File: src/rtl/src_map.vh
`ifndef SRC_MAP_VH
`define SRC_MAP_VH

// register byte offsets
`define SRC_CMD_OFS 8'h00
`define SRC_STAT_OFS 8'h04
`define SRC_MODE_OFS 8'h08

// write password, upper byte of command and mode writes
`define SRC_KEY_HI 31
`define SRC_KEY_LO 24
`define SRC_KEY_VAL 8'ha5

// command register bits
`define SRC_CMD_CPU 0
`define SRC_CMD_PERIPH 2
`define SRC_CMD_PIN 3

// status register fields
`define SRC_ST_SEEN 0
`define SRC_ST_CAUSE_LO 8
`define SRC_ST_CAUSE_HI 10
`define SRC_ST_LEVEL 16
`define SRC_ST_BUSY 17

// mode register fields
`define SRC_MD_UEN 0
`define SRC_MD_IEN 4
`define SRC_MD_EXP_LO 8
`define SRC_MD_EXP_HI 11
`define SRC_MODE_RST 32'h0000_0000

// reset cause codes
`define SRC_CAUSE_GEN 3'h0
`define SRC_CAUSE_WAKE 3'h1
`define SRC_CAUSE_WDOG 3'h2
`define SRC_CAUSE_SW 3'h3
`define SRC_CAUSE_USER 3'h4

// timing in slow clock cycles
`define SRC_STARTUP_CYC 64
`define SRC_HOLD_CYC 2'h2
`define SRC_BOOT_CYC 2'h3

`endif

File: src/rtl/src_reset_ctrl.v
// The placing of the registers and register access over APB were chosen for this implementation.
`timescale 1ns/10ps
// Summary of operation
// - pin sampled each clock; low reports user reset; level readable in status
// - user reset enable at 0 stops pin low from causing user reset
// - pin assertion flag set on falling pin, cleared only by status read
// - interrupt enable at 1 turns pin assertion into interrupt, not reset
// - pin pulse lasts 2 to the power (length field plus one) cycles
// - mode register kept through wake-up resets while backup supply stays
// - boot select sampled three cycles after core supply reset rises
// - reset cause updated when processor reset releases
// - backup supply reset rise filtered by fixed startup counter
// - after startup all resets held two more cycles, cause reads general
// - pin released two cycles after backup reset release with default length
// - backup supply low asserts every reset output at once
// - core supply reset only after backup reset is released
// - core supply low asserts all but backup; wake-up after two cycles
// - wake-up reset drives pin for programmed pulse length
// - core supply falling asserts resets at once with its detector
// - pin low with enable set enters user reset, processor and peripherals
// - user reset left after pin high, resync and two cycle startup
// - user reset release loads cause code four
// - pin held low outside keeps internal resets until it rises
// - command bits reset processor, peripherals, pin; may be combined
// - software reset entered by any command bit, lasts two cycles
// - command write needs password byte a5, otherwise ignored
// - cause codes: general 0, wake 1, watchdog 2, software 3, user 4
`include "src_map.vh"

module src_reset_ctrl #(
	parameter STARTUP_CYC = `SRC_STARTUP_CYC,
	parameter CNT_W = 17
) (
	input wire CORE_CLK,
	input wire RESET_N,
	input wire BACKUP_POR_N,
	input wire CORE_POR_N,
	input wire PIN_RST_IN,
	output wire PIN_RST_OUT,
	output wire PIN_RST_OE,
	input wire BOOT_SELECT_PIN,
	output wire BOOT_SELECT,
	output wire PROC_RESET_N,
	output wire BACKUP_RESET_N,
	output wire PERIPH_RESET_N,
	output wire USER_RESET_IRQ,
	input wire PSEL,
	input wire PENABLE,
	input wire PWRITE,
	input wire [7:0] PADDR,
	input wire [31:0] PWDATA,
	output wire [31:0] PRDATA,
	output wire PREADY,
	output wire PSLVERR
);

localparam ST_START = 8'h01;
localparam ST_GHOLD = 8'h02;
localparam ST_CDOWN = 8'h04;
localparam ST_WAKE = 8'h08;
localparam ST_RUN = 8'h10;
localparam ST_USER = 8'h20;
localparam ST_UREL = 8'h40;
localparam ST_SW = 8'h80;

////////////////////////////////////////////////////////////////////////
// reset domains: backup supply cell, then core supply cell inside it

// gating the reset tree is deliberate: supply loss must act without a clock
wire bu_rst_n = RESET_N & BACKUP_POR_N;
wire core_rst_n = bu_rst_n & CORE_POR_N;

reg [7:0] state_reg;
reg [7:0] state_next;
reg [CNT_W-1:0] start_cnt_reg;
reg [CNT_W-1:0] start_cnt_next;
reg [1:0] hold_reg;
reg [1:0] hold_next;
reg [2:0] cause_reg;
reg [2:0] cause_next;
reg [2:0] cmd_reg;
reg [2:0] cmd_next;
reg [CNT_W-1:0] pulse_reg;
reg [CNT_W-1:0] pulse_next;
reg bu_out_reg;
reg bu_out_next;
reg [2:0] own_reg;
reg por_s1_reg;
reg por_s2_reg;
reg pin_s1_reg;
reg pin_s2_reg;
reg pin_d_reg;
reg seen_reg;
reg seen_next;
reg uen_reg;
reg ien_reg;
reg [3:0] exp_reg;
reg [31:0] rdata_reg;
reg proc_n_reg;
reg periph_n_reg;
reg [1:0] boot_cnt_reg;
reg boot_s1_reg;
reg boot_s2_reg;
reg boot_reg;
reg core_ok_s1_reg;
reg core_ok_s2_reg;

////////////////////////////////////////////////////////////////////////
// bus decode

wire setup = PSEL & ~PENABLE;
wire access = PSEL & PENABLE;
wire hit_cmd = (PADDR == `SRC_CMD_OFS);
wire hit_stat = (PADDR == `SRC_STAT_OFS);
wire hit_mode = (PADDR == `SRC_MODE_OFS);
wire key_ok = (PWDATA[`SRC_KEY_HI:`SRC_KEY_LO] == `SRC_KEY_VAL);
wire wr_cmd = access & PWRITE & hit_cmd & key_ok;
wire wr_mode = access & PWRITE & hit_mode & key_ok;
wire rd_stat = access & ~PWRITE & hit_stat;
wire [2:0] cmd_bits = {PWDATA[`SRC_CMD_PIN], PWDATA[`SRC_CMD_PERIPH],
	PWDATA[`SRC_CMD_CPU]};
// commands only while running; a busy or held processor cannot issue one
wire sw_go = wr_cmd & (|cmd_bits) & (state_reg == ST_RUN);

assign PREADY = 1'b1;
assign PSLVERR = access & ~(hit_cmd | hit_stat | hit_mode);
assign PRDATA = rdata_reg;

////////////////////////////////////////////////////////////////////////
// pin and supply synchronisers

always @(posedge CORE_CLK or negedge bu_rst_n) begin
	if (!bu_rst_n) begin
		por_s1_reg <= 1'b0;
		por_s2_reg <= 1'b0;
		pin_s1_reg <= 1'b1;
		pin_s2_reg <= 1'b1;
		pin_d_reg <= 1'b1;
	end else begin
		por_s1_reg <= CORE_POR_N;
		por_s2_reg <= por_s1_reg;
		pin_s1_reg <= PIN_RST_IN;
		pin_s2_reg <= pin_s1_reg;
		pin_d_reg <= pin_s2_reg;
	end
end

wire pin_fall = pin_d_reg & ~pin_s2_reg;
// own pulse is seen back through the synchroniser; mask it
wire own_drive = (pulse_reg != {CNT_W{1'b0}}) | (|own_reg);
wire user_go = ~pin_s2_reg & uen_reg & ~ien_reg & ~own_drive;
wire [4:0] exp_p1 = {1'b0, exp_reg} + 5'h01;
wire [CNT_W-1:0] pulse_len = {{(CNT_W-1){1'b0}}, 1'b1} << exp_p1;

////////////////////////////////////////////////////////////////////////
// reset state manager

always @* begin
	state_next = state_reg;
	start_cnt_next = start_cnt_reg;
	hold_next = hold_reg + 2'h1;
	cause_next = cause_reg;
	cmd_next = cmd_reg;
	bu_out_next = bu_out_reg;
	pulse_next = pulse_reg;
	if (pulse_reg != {CNT_W{1'b0}}) begin
		pulse_next = pulse_reg - {{(CNT_W-1){1'b0}}, 1'b1};
	end
	case (state_reg)
	ST_START: begin
		start_cnt_next = start_cnt_reg + {{(CNT_W-1){1'b0}}, 1'b1};
		if (start_cnt_reg == STARTUP_CYC - 1) begin
			state_next = ST_GHOLD;
			hold_next = 2'h0;
		end
	end
	ST_GHOLD: begin
		if (hold_reg == `SRC_HOLD_CYC - 2'h1) begin
			state_next = ST_RUN;
			bu_out_next = 1'b1;
			cause_next = `SRC_CAUSE_GEN;
			pulse_next = pulse_len;
		end
	end
	ST_CDOWN: begin
		if (por_s2_reg) begin
			state_next = ST_WAKE;
			hold_next = 2'h0;
		end
	end
	ST_WAKE: begin
		if (hold_reg == `SRC_HOLD_CYC - 2'h1) begin
			state_next = ST_RUN;
			cause_next = `SRC_CAUSE_WAKE;
			pulse_next = pulse_len;
		end
	end
	ST_RUN: begin
		if (sw_go) begin
			state_next = ST_SW;
			hold_next = 2'h0;
			cmd_next = cmd_bits;
			if (cmd_bits[2]) begin
				pulse_next = pulse_len;
			end
		end else if (user_go) begin
			state_next = ST_USER;
			pulse_next = pulse_len;
		end
	end
	ST_USER: begin
		if (pin_s2_reg) begin
			state_next = ST_UREL;
			hold_next = 2'h0;
		end
	end
	ST_UREL: begin
		if (!pin_s2_reg) begin
			state_next = ST_USER;
		end else if (hold_reg == `SRC_HOLD_CYC - 2'h1) begin
			state_next = ST_RUN;
			cause_next = `SRC_CAUSE_USER;
		end
	end
	ST_SW: begin
		if (hold_reg == `SRC_HOLD_CYC - 2'h1) begin
			state_next = ST_RUN;
			if (cmd_reg[0]) begin
				cause_next = `SRC_CAUSE_SW;
			end
		end
	end
	default: begin
		state_next = ST_START;
	end
	endcase
	// core supply loss outranks everything once backup is up
	if (bu_out_reg && !por_s2_reg && state_reg != ST_CDOWN) begin
		state_next = ST_CDOWN;
	end
end

always @(posedge CORE_CLK or negedge bu_rst_n) begin
	if (!bu_rst_n) begin
		state_reg <= ST_START;
		start_cnt_reg <= {CNT_W{1'b0}};
		hold_reg <= 2'h0;
		cause_reg <= `SRC_CAUSE_GEN;
		cmd_reg <= 3'h0;
		bu_out_reg <= 1'b0;
		pulse_reg <= {CNT_W{1'b0}};
		own_reg <= 3'h0;
	end else begin
		state_reg <= state_next;
		start_cnt_reg <= start_cnt_next;
		hold_reg <= hold_next;
		cause_reg <= cause_next;
		cmd_reg <= cmd_next;
		bu_out_reg <= bu_out_next;
		pulse_reg <= pulse_next;
		own_reg <= {own_reg[1:0], PIN_RST_OE};
	end
end

////////////////////////////////////////////////////////////////////////
// retained mode register and status flag, backup domain

always @* begin
	seen_next = seen_reg;
	// only a flag that the read returned is cleared, so a new edge survives
	if (rd_stat && rdata_reg[`SRC_ST_SEEN]) begin
		seen_next = 1'b0;
	end
	if (pin_fall) begin
		seen_next = 1'b1;
	end
end

always @(posedge CORE_CLK or negedge bu_rst_n) begin
	if (!bu_rst_n) begin
		seen_reg <= 1'b0;
		uen_reg <= 1'b0;
		ien_reg <= 1'b0;
		exp_reg <= 4'h0;
		rdata_reg <= 32'h0000_0000;
	end else begin
		seen_reg <= seen_next;
		if (wr_mode) begin
			uen_reg <= PWDATA[`SRC_MD_UEN];
			ien_reg <= PWDATA[`SRC_MD_IEN];
			exp_reg <= PWDATA[`SRC_MD_EXP_HI:`SRC_MD_EXP_LO];
		end
		if (setup) begin
			rdata_reg <= 32'h0000_0000;
			if (hit_stat) begin
				rdata_reg[`SRC_ST_SEEN] <= seen_reg;
				rdata_reg[`SRC_ST_CAUSE_HI:`SRC_ST_CAUSE_LO] <= cause_reg;
				rdata_reg[`SRC_ST_LEVEL] <= pin_s2_reg;
				rdata_reg[`SRC_ST_BUSY] <= (state_reg == ST_SW);
			end
			if (hit_mode) begin
				rdata_reg[`SRC_MD_UEN] <= uen_reg;
				rdata_reg[`SRC_MD_IEN] <= ien_reg;
				rdata_reg[`SRC_MD_EXP_HI:`SRC_MD_EXP_LO] <= exp_reg;
			end
		end
	end
end

////////////////////////////////////////////////////////////////////////
// core domain release
// a short core supply dip must not free the processor before wake-up starts

always @(posedge CORE_CLK or negedge core_rst_n) begin
	if (!core_rst_n) begin
		core_ok_s1_reg <= 1'b0;
		core_ok_s2_reg <= 1'b0;
	end else begin
		core_ok_s1_reg <= 1'b1;
		core_ok_s2_reg <= core_ok_s1_reg;
	end
end

////////////////////////////////////////////////////////////////////////
// core domain outputs and boot select capture

wire proc_ok = (state_reg == ST_RUN) | ((state_reg == ST_SW) & ~cmd_reg[0]);
wire periph_ok = (state_reg == ST_RUN) | ((state_reg == ST_SW) & ~cmd_reg[1]);

always @(posedge CORE_CLK or negedge core_rst_n) begin
	if (!core_rst_n) begin
		proc_n_reg <= 1'b0;
		periph_n_reg <= 1'b0;
		boot_cnt_reg <= 2'h0;
		boot_s1_reg <= 1'b0;
		boot_s2_reg <= 1'b0;
		boot_reg <= 1'b0;
	end else begin
		proc_n_reg <= proc_ok & core_ok_s2_reg;
		periph_n_reg <= periph_ok & core_ok_s2_reg;
		boot_s1_reg <= BOOT_SELECT_PIN;
		boot_s2_reg <= boot_s1_reg;
		if (boot_cnt_reg != `SRC_BOOT_CYC) begin
			boot_cnt_reg <= boot_cnt_reg + 2'h1;
		end
		if (boot_cnt_reg == `SRC_BOOT_CYC - 2'h1) begin
			boot_reg <= boot_s2_reg;
		end
	end
end

// pin drives low before release and for each programmed pulse
wire pin_hold = (state_reg == ST_START) | (state_reg == ST_GHOLD) |
	(state_reg == ST_CDOWN) | (state_reg == ST_WAKE);
reg pin_oe_reg;

always @(posedge CORE_CLK or negedge bu_rst_n) begin
	if (!bu_rst_n) begin
		pin_oe_reg <= 1'b1;
	end else begin
		pin_oe_reg <= pin_hold | (pulse_next != {CNT_W{1'b0}});
	end
end

assign PIN_RST_OUT = 1'b0;
assign PIN_RST_OE = pin_oe_reg;
assign BOOT_SELECT = boot_reg;
assign PROC_RESET_N = proc_n_reg;
assign PERIPH_RESET_N = periph_n_reg;
assign BACKUP_RESET_N = bu_out_reg;
assign USER_RESET_IRQ = seen_reg & ien_reg;

endmodule

File: config.mk
export PLATFORM = sky130hd
export DESIGN_NAME = src_reset_ctrl
export DESIGN_NICKNAME = d
export VERILOG_FILES = /design/src/rtl/src_reset_ctrl.v
export VERILOG_INCLUDE_DIRS = /design/src /design/src/rtl
export SDC_FILE = /design/constraint.sdc
export NUM_CORES = 1
export LEC_CHECK = 0
export BUFFER_PORTS_ARGS = -buffer_cell sky130_fd_sc_hd__buf_4
export CORE_ASPECT_RATIO = 0.7
export CORE_MARGIN = 2
export CORE_UTILIZATION = 50
export DETAILED_ROUTE_END_ITERATION = 6
export MAX_ROUTING_LAYER = met4
export PLACE_DENSITY_LB_ADDON = 0.25
export RECOVER_POWER = 100
export SETUP_SLACK_MARGIN = 0.05
export SYNTH_ARGS = -nofsm -noshare
export SYNTH_HDL_FRONTEND = slang
export SYNTH_SLANG_ARGS = --single-unit
File: constraint.sdc
create_clock -name CORE_CLK -period 2.7 [get_ports CORE_CLK]
set_input_delay 0.54 -clock CORE_CLK [delete_from_list [all_inputs] [get_ports CORE_CLK]]
set_output_delay 0.54 -clock CORE_CLK [all_outputs]
set_load 0.1 [all_outputs]
# After elaboration in Yosys (flattened, before gate mapping)
# Index checks and enable logic that the tools add are counted.
[op_classes] bitwise_logic=40 n_reduce_logical=17 shift=1 add_sub_neg=5 n_mux=35 n_eq_ne=26
[ops] operator="$mux 17" count=5
[ops] operator="$mux 8" count=8
[ops] operator="$pmux 8 s6" count=1
[ops] operator="$pmux 17 s2" count=1
[ops] operator="$reduce_bool 17->1" count=2
[ops] operator="$and 1x1->1" count=23
[ops] operator="$mux 3" count=7
[ops] operator="$add 17x1->17 const B" count=1
[ops] operator="$eq 17x6->1 const B" count=1
[ops] operator="$shl 1x5->17 const A" count=1
[ops] operator="$sub 17x1->17 const B" count=1
[ops] operator="$eq 8x3->1 const B" count=2
[ops] operator="$eq 8x4->1 const B" count=2
[ops] operator="$eq 8x8->1 const B" count=2
[ops] operator="$ne 2x2->1 const B" count=7
[ops] operator="$pmux 3 s4" count=1
[ops] operator="$mux 2" count=5
[ops] operator="$ne 3x3->1 const B" count=3
[ops] operator="$or 1x1->1" count=9
[ops] operator="$reduce_or 3->1" count=3
[ops] operator="$eq 8x1->1 const B" count=1
[ops] operator="$eq 8x2->1 const B" count=1
[ops] operator="$eq 8x5->1 const B" count=1
[ops] operator="$eq 8x6->1 const B" count=1
[ops] operator="other kinds (20)" count=35
[word_totals] regBits=83 output_inout_bits=41

# Longest topological paths before layout
[logic_depth] ltp_word=10 depth_mapped=11

# Least setup slack after synthesis
# OpenSTA, ideal clock, no wires.
[synth_timing] path_kind="input to output" from="input port PADDR[4]" to="output port PSLVERR" stages=4 path_slack_ps=149 path_buffers=0 t_arrival_ps=2011 cell_sequence="nor4_1 -> nand2_1 -> a21oi_1 -> nor2_1"
[synth_via] elab_chain_len=5
[synth_lines] item="start: declaration" line_no="src_reset_ctrl.v:50" source="input wire [7:0] PADDR,"
[synth_lines] item="$eq 8x3->1 (no source line) / $logic_not 8->1 (equally long branches)"
[synth_lines] item="$or 1x1->1" line_no="src_reset_ctrl.v:126" source="assign PSLVERR = access & ~(hit_cmd | hit_stat | hit_mode);"
[synth_lines] item="$or 1x1->1 (*)" line_no="src_reset_ctrl.v:126"
[synth_lines] item="$not 1->1 (*)" line_no="src_reset_ctrl.v:126"
[synth_lines] item="$and 1x1->1 (*)" line_no="src_reset_ctrl.v:126"
[synth_lines] item="end: declaration" line_no="src_reset_ctrl.v:54" source="output wire PSLVERR"
# Mark *: on every way between the ends. The rest lies on a longest branch, timed or not.

# Worst setup path after layout
[layout_timing] from="register state_reg[1]" to="register cmd_reg[1]"
[layout_via] elab_chain_len=3
[layout_lines] item="start: declaration" line_no="src_reset_ctrl.v:73" source="reg [7:0] state_reg;"
[layout_lines] item="start signal: assignment" line_no="src_reset_ctrl.v:254" source="state_reg <= state_next;"
[layout_lines] item="$eq 8x5->1 (*)" line_no="src_reset_ctrl.v:123, src_reset_ctrl.v:169"
[layout_lines] item="$and 1x1->1" line_no="src_reset_ctrl.v:123" source="wire sw_go = wr_cmd & (|cmd_bits) & (state_reg == ST_RUN);"
[layout_lines] item="$reduce_and 2->1 (no source line) (*)"
[layout_lines] item="end signal: assignment" line_no="src_reset_ctrl.v:258" source="cmd_reg <= cmd_next;"
[layout_lines] item="end: declaration" line_no="src_reset_ctrl.v:81" source="reg [2:0] cmd_reg;"
# Marks and branches as above.
# A chain may end at the register's enable or synchronous reset.

==> metrics list <==
- For the pin with the worst max-slew slack, the measured transition is 1860 ps.
- Avg Vias per Cell: 5.62
- Entering global routing, the biggest net connects 75 pins.
- Hold violation count in the final report: 0
- The synthesized netlist occupies a cell area of between 4000 and 5000 sq um.
- Per report_power, the combinational group accounts for 34.0% of the total.
- Of all nets on the critical path, the largest fanout is 6.
* Class of the most critical hold timing path: input pin to async pin
- The filler cells instantiated in the layout total 744.
- At the worst endpoint, the required time is 2920 ps.
* Outcome: finished with violations
- For this design the top-level I/O count stands at 90.
- Data arrival time of the worst path: 2750 ps
- Synth Instances: roughly 450
* Share of cells above drive strength 1: 19.0%
- Number of global-route vias before repair: 3363
- Yosys printed 0 warnings.
- Cell area after placement: approximately 5000 sq um
- Minimum clock period after layout: approximately 2500 ps
- Antenna violations before repair: 0
- Setup clock skew after layout: 6.26 ps
* Clock power share: 27.2%
* Pint: 2.81 mW
- Post-synthesis to final-layout area growth: 17.4%
* Final setup vio count: 0
- After Yosys synthesis, full adders, half adders and majority gates account for 1.68% of the synthesized area.
* Area enclosed by the die boundary: 9710 sq um
- Setup repair after global routing left no endpoint under its margin.
* Average cell area after synthesis: 9.98 sq um
* First DRT Iteration DRCs: 220
- Dividing the detail-routed wire length by the instance count gives 16.3 um.
* Net Switching: 1.78 mW
- Max frequency: 0.397 GHz
* Post-Layout Inst Area: between 5000 and 6000 sq um
- Clock tree synthesis inserted a total of 9 buffers.
* Overall global routing resource usage: a little under a quarter
- The first global-routing pass estimated 16800 um of wire.
- Number of port buffers: 47
- In this run the remaining antenna-violating nets after routing total 0.
- Worst hold-check slack: 232 ps
* Final setup TNS: 0 ps
* Buffer levels on the longest clock path: 2
* Post-Layout Cell Count: around 640
- Worst slew margin: -24.0%
- Count of H-tree levels built during CTS: 3
- # rows: 28
- Counting both buffers and inverters, the worst setup path holds a total of 1.
* Compound-cell area share of the yosys netlist: 9.36%
- Cell with the largest stage delay on the worst path: sky130_fd_sc_hd__or4_4
- The total overflow left after global routing is 0.
- The largest single stage delay on the critical path is 600 ps.
* Remaining DRCs: 0
* Sequential group share of total power: 38.8%
- The synthesized netlist contains 62 unique library cells.
- Counting every sink on the clock net gives 83.
- The first detailed-routing pass took 5 iterations.
- Post-detailed-routing wire length: roughly 10000 um
- Number of cells after detailed placement: 617
- STA classifies the critical path endpoint as a flop.
- TritonCTS built the clock tree.
- Top delay family on crit path: simple AND/OR/NAND/NOR gates
- Max-slew violation count: 75
- Ys flop type: sky130_fd_sc_hd__dfrtp_1
- Violations in the final reports: max-capacitance violations, max-slew violations
- Starting density of the core: a little over half
- The tool flagged a number of max-cap violations equal to 1.
* Number of antenna repair diodes: 0
* Die width: 117 um
- The analysis attributes to cell leakage a power of 2.31 nW.
- Final estimated routing congestion in global placement: 0.888
* Pwr dens: 875 nW/um^2
- By startpoint and endpoint, the worst setup path is classified as flop to flop.
* Routed vias: about 3.6k
- Counting buffers and inverters, the worst setup path is 6 cells deep.
- Clock-pin slew was measured on the worst setup and hold paths at 60 ps.
- STA classifies the critical path startpoint as a flop.
- Share of the clock period used by the worst path after layout: 93.4%
* Worst path cell trace: or4_4, nor3_1, nand3b_1, clkbuf_4, nor2b_1, mux2_2
* Clock root buffer: sky130_fd_sc_hd__clkbuf_16
- In this run switching power makes up 38.8% of total power.
- Counting flops with an async set or reset pin after synthesis yields a share of 100%.
- Core area: 8550 sq um
- Number of flops mapped to enable cells by yosys: 0
* Depth of the worst register-to-register path: 6
- Xor/xnor share of the synthesized area: under 10%
* Final-stage net count: 565
- Maximum vdd ir drop: 0.488 mV
- The design draws 4.58 mW.
- From bottom edge to top edge, the die measures between 80 and 90 um.
- The synthesized design contains 83 register bits.
* Synthesized-area fraction occupied by and/or/nand/nor cells: 24.2%
* Portion of netlist area occupied by mux cells: 3.90%
- Detailed placement ended at an HPWL of 7670 um.
- Latest clock arrival within the worst-skew pair: 340 ps
- By area, the combinational part of the netlist is dominated by simple AND/OR/NAND/NOR gates.
- For this run, the register share of the synthesized area comes to 46.7%.
[power groups by stage]
stage	Combinational [mW]	Clock, mW	Sequential, mW
3_3_place_gp	1.53	0	1.76
6_report	1.56	1.25	1.78
4_1_cts	1.57	1.27	1.76
3_5_place_dp	1.56	0	1.77
5_1_grt	1.70	1.33	1.81
2_1_floorplan	1.08	0	1.84
[cells in the mapped netlist (3+ instances only)]
library cell / count / share of area [%]
sky130_fd_sc_hd__a21oi_1: 10 / 1.1
sky130_fd_sc_hd__a221oi_1: 4 / 0.78
sky130_fd_sc_hd__and2_1: 7 / 0.98
sky130_fd_sc_hd__and3_1: 5 / 0.70
sky130_fd_sc_hd__buf_2: 9 / 1.0
sky130_fd_sc_hd__buf_4: 27 / 4.5
sky130_fd_sc_hd__clkbuf_1: 6 / 0.50
sky130_fd_sc_hd__dfrtp_1: 78 / 44
sky130_fd_sc_hd__dfstp_2: 5 / 2.9
sky130_fd_sc_hd__ha_1: 6 / 1.7
sky130_fd_sc_hd__inv_1: 18 / 1.5
sky130_fd_sc_hd__mux2_2: 9 / 2.3
sky130_fd_sc_hd__mux2i_1: 5 / 1.1
sky130_fd_sc_hd__nand2_1: 31 / 2.6
sky130_fd_sc_hd__nand2b_1: 8 / 1.1
sky130_fd_sc_hd__nand3_1: 25 / 2.8
sky130_fd_sc_hd__nand3b_1: 3 / 0.50
sky130_fd_sc_hd__nand4_1: 13 / 1.8
sky130_fd_sc_hd__nor2_1: 26 / 2.2
sky130_fd_sc_hd__nor2b_1: 12 / 1.7
sky130_fd_sc_hd__nor3_1: 7 / 0.78
sky130_fd_sc_hd__nor3_2: 4 / 0.90
sky130_fd_sc_hd__nor3b_1: 7 / 1.2
sky130_fd_sc_hd__nor4_1: 7 / 0.98
sky130_fd_sc_hd__nor4_2: 3 / 0.84
sky130_fd_sc_hd__o21ai_0: 13 / 1.5
sky130_fd_sc_hd__o21ai_1: 13 / 1.5
sky130_fd_sc_hd__o22ai_1: 8 / 1.1
sky130_fd_sc_hd__or3_1: 3 / 0.42
sky130_fd_sc_hd__or4_1: 3 / 0.50
sky130_fd_sc_hd__xnor2_1: 21 / 4.1
sky130_fd_sc_hd__xor2_1: 12 / 2.4
[final cells by class]
type,instances,area (sq um),area share (%)
clock buffer,10,229,4.37
clock inverter,6,73.8,1.41
inverter,18,67.6,1.29
multi-input combinational,329,2170,41.5
sequential,83,2080,39.8
tap,120,150,2.87
timing repair buffer,69,462,8.81
[routing by layer]
metal	track usage, %	routed length (um)
met1	33.4	4820
met2	32.5	4430
met3	7.23	1020
met4	3.96	102
met5	-	0
[placed cells by master (no fill, tap or decap), types with 5 or more instances in the layout]
cell type / n
sky130_fd_sc_hd__nand3_1: 24
sky130_fd_sc_hd__o22ai_1: 8
sky130_fd_sc_hd__nor2_1: 27
sky130_fd_sc_hd__nand2b_1: 8
sky130_fd_sc_hd__nor4_4: 5
sky130_fd_sc_hd__and3_1: 5
sky130_fd_sc_hd__clkbuf_16: 9
sky130_fd_sc_hd__nor3_1: 7
sky130_fd_sc_hd__o21ai_1: 5
sky130_fd_sc_hd__clkbuf_4: 7
sky130_fd_sc_hd__and2_1: 6
sky130_fd_sc_hd__nor2b_1: 12
sky130_fd_sc_hd__mux2i_1: 5
sky130_fd_sc_hd__dfrtp_1: 78
sky130_fd_sc_hd__nor4_1: 7
sky130_fd_sc_hd__nand4_1: 14
sky130_fd_sc_hd__a21oi_1: 10
sky130_fd_sc_hd__inv_1: 18
sky130_fd_sc_hd__mux2_2: 9
sky130_fd_sc_hd__ha_1: 6
sky130_fd_sc_hd__nor3b_1: 6
sky130_fd_sc_hd__xnor2_1: 21
sky130_fd_sc_hd__buf_4: 42
sky130_fd_sc_hd__conb_1: 27
sky130_fd_sc_hd__o21ai_0: 20
sky130_fd_sc_hd__clkbuf_1: 18
sky130_fd_sc_hd__nand2_1: 31
sky130_fd_sc_hd__xor2_1: 12
[kinds of logic after synthesis]
| logic type | Yosys count |
|---|---|
| multiplexers | 16 |
| buffers and inverters | 60 |
| adder cells (fa/ha/maj) | 6 |
| flip-flops | 83 |
| AO/OA/AOI/OAI | 66 |
| other | 2 |
| XOR/XNOR | 33 |
| AND/OR/NAND/NOR | 181 |
[per-stage QoR]
stage                     util (%)  setup WS, ps
after floorplan                  -           149
after CTS                     61.8           110
after global routing          61.3          42.6
final                         61.3           179
after detailed placement      58.2          35.8
after global placement        58.2           127
[final timing paths]
kind	startpoint	end	slack (ps)
max in group asynchronous	RESET_N	state_reg[2]	670
min in group CORE_CLK	PIN_RST_IN	pin_s1_reg	310
setup reg to reg	state_reg[1]	cmd_reg[1]	180
hold / removal	BACKUP_POR_N	core_ok_s2_reg	230
setup / recovery	state_reg[1]	cmd_reg[1]	180
hold reg to reg	boot_s1_reg	boot_s2_reg	360
[repair_timing]
item / in CTS / in global routing
endpoints found under the setup margin: 6 / 7
resized for setup: 1 / 7
pin swaps: 0 / 1
hold buffers: 0 / 0
endpoints found under the hold margin: 0 / 0
buffers inserted: 0 / 2
Power figures use the tool's default switching activity.
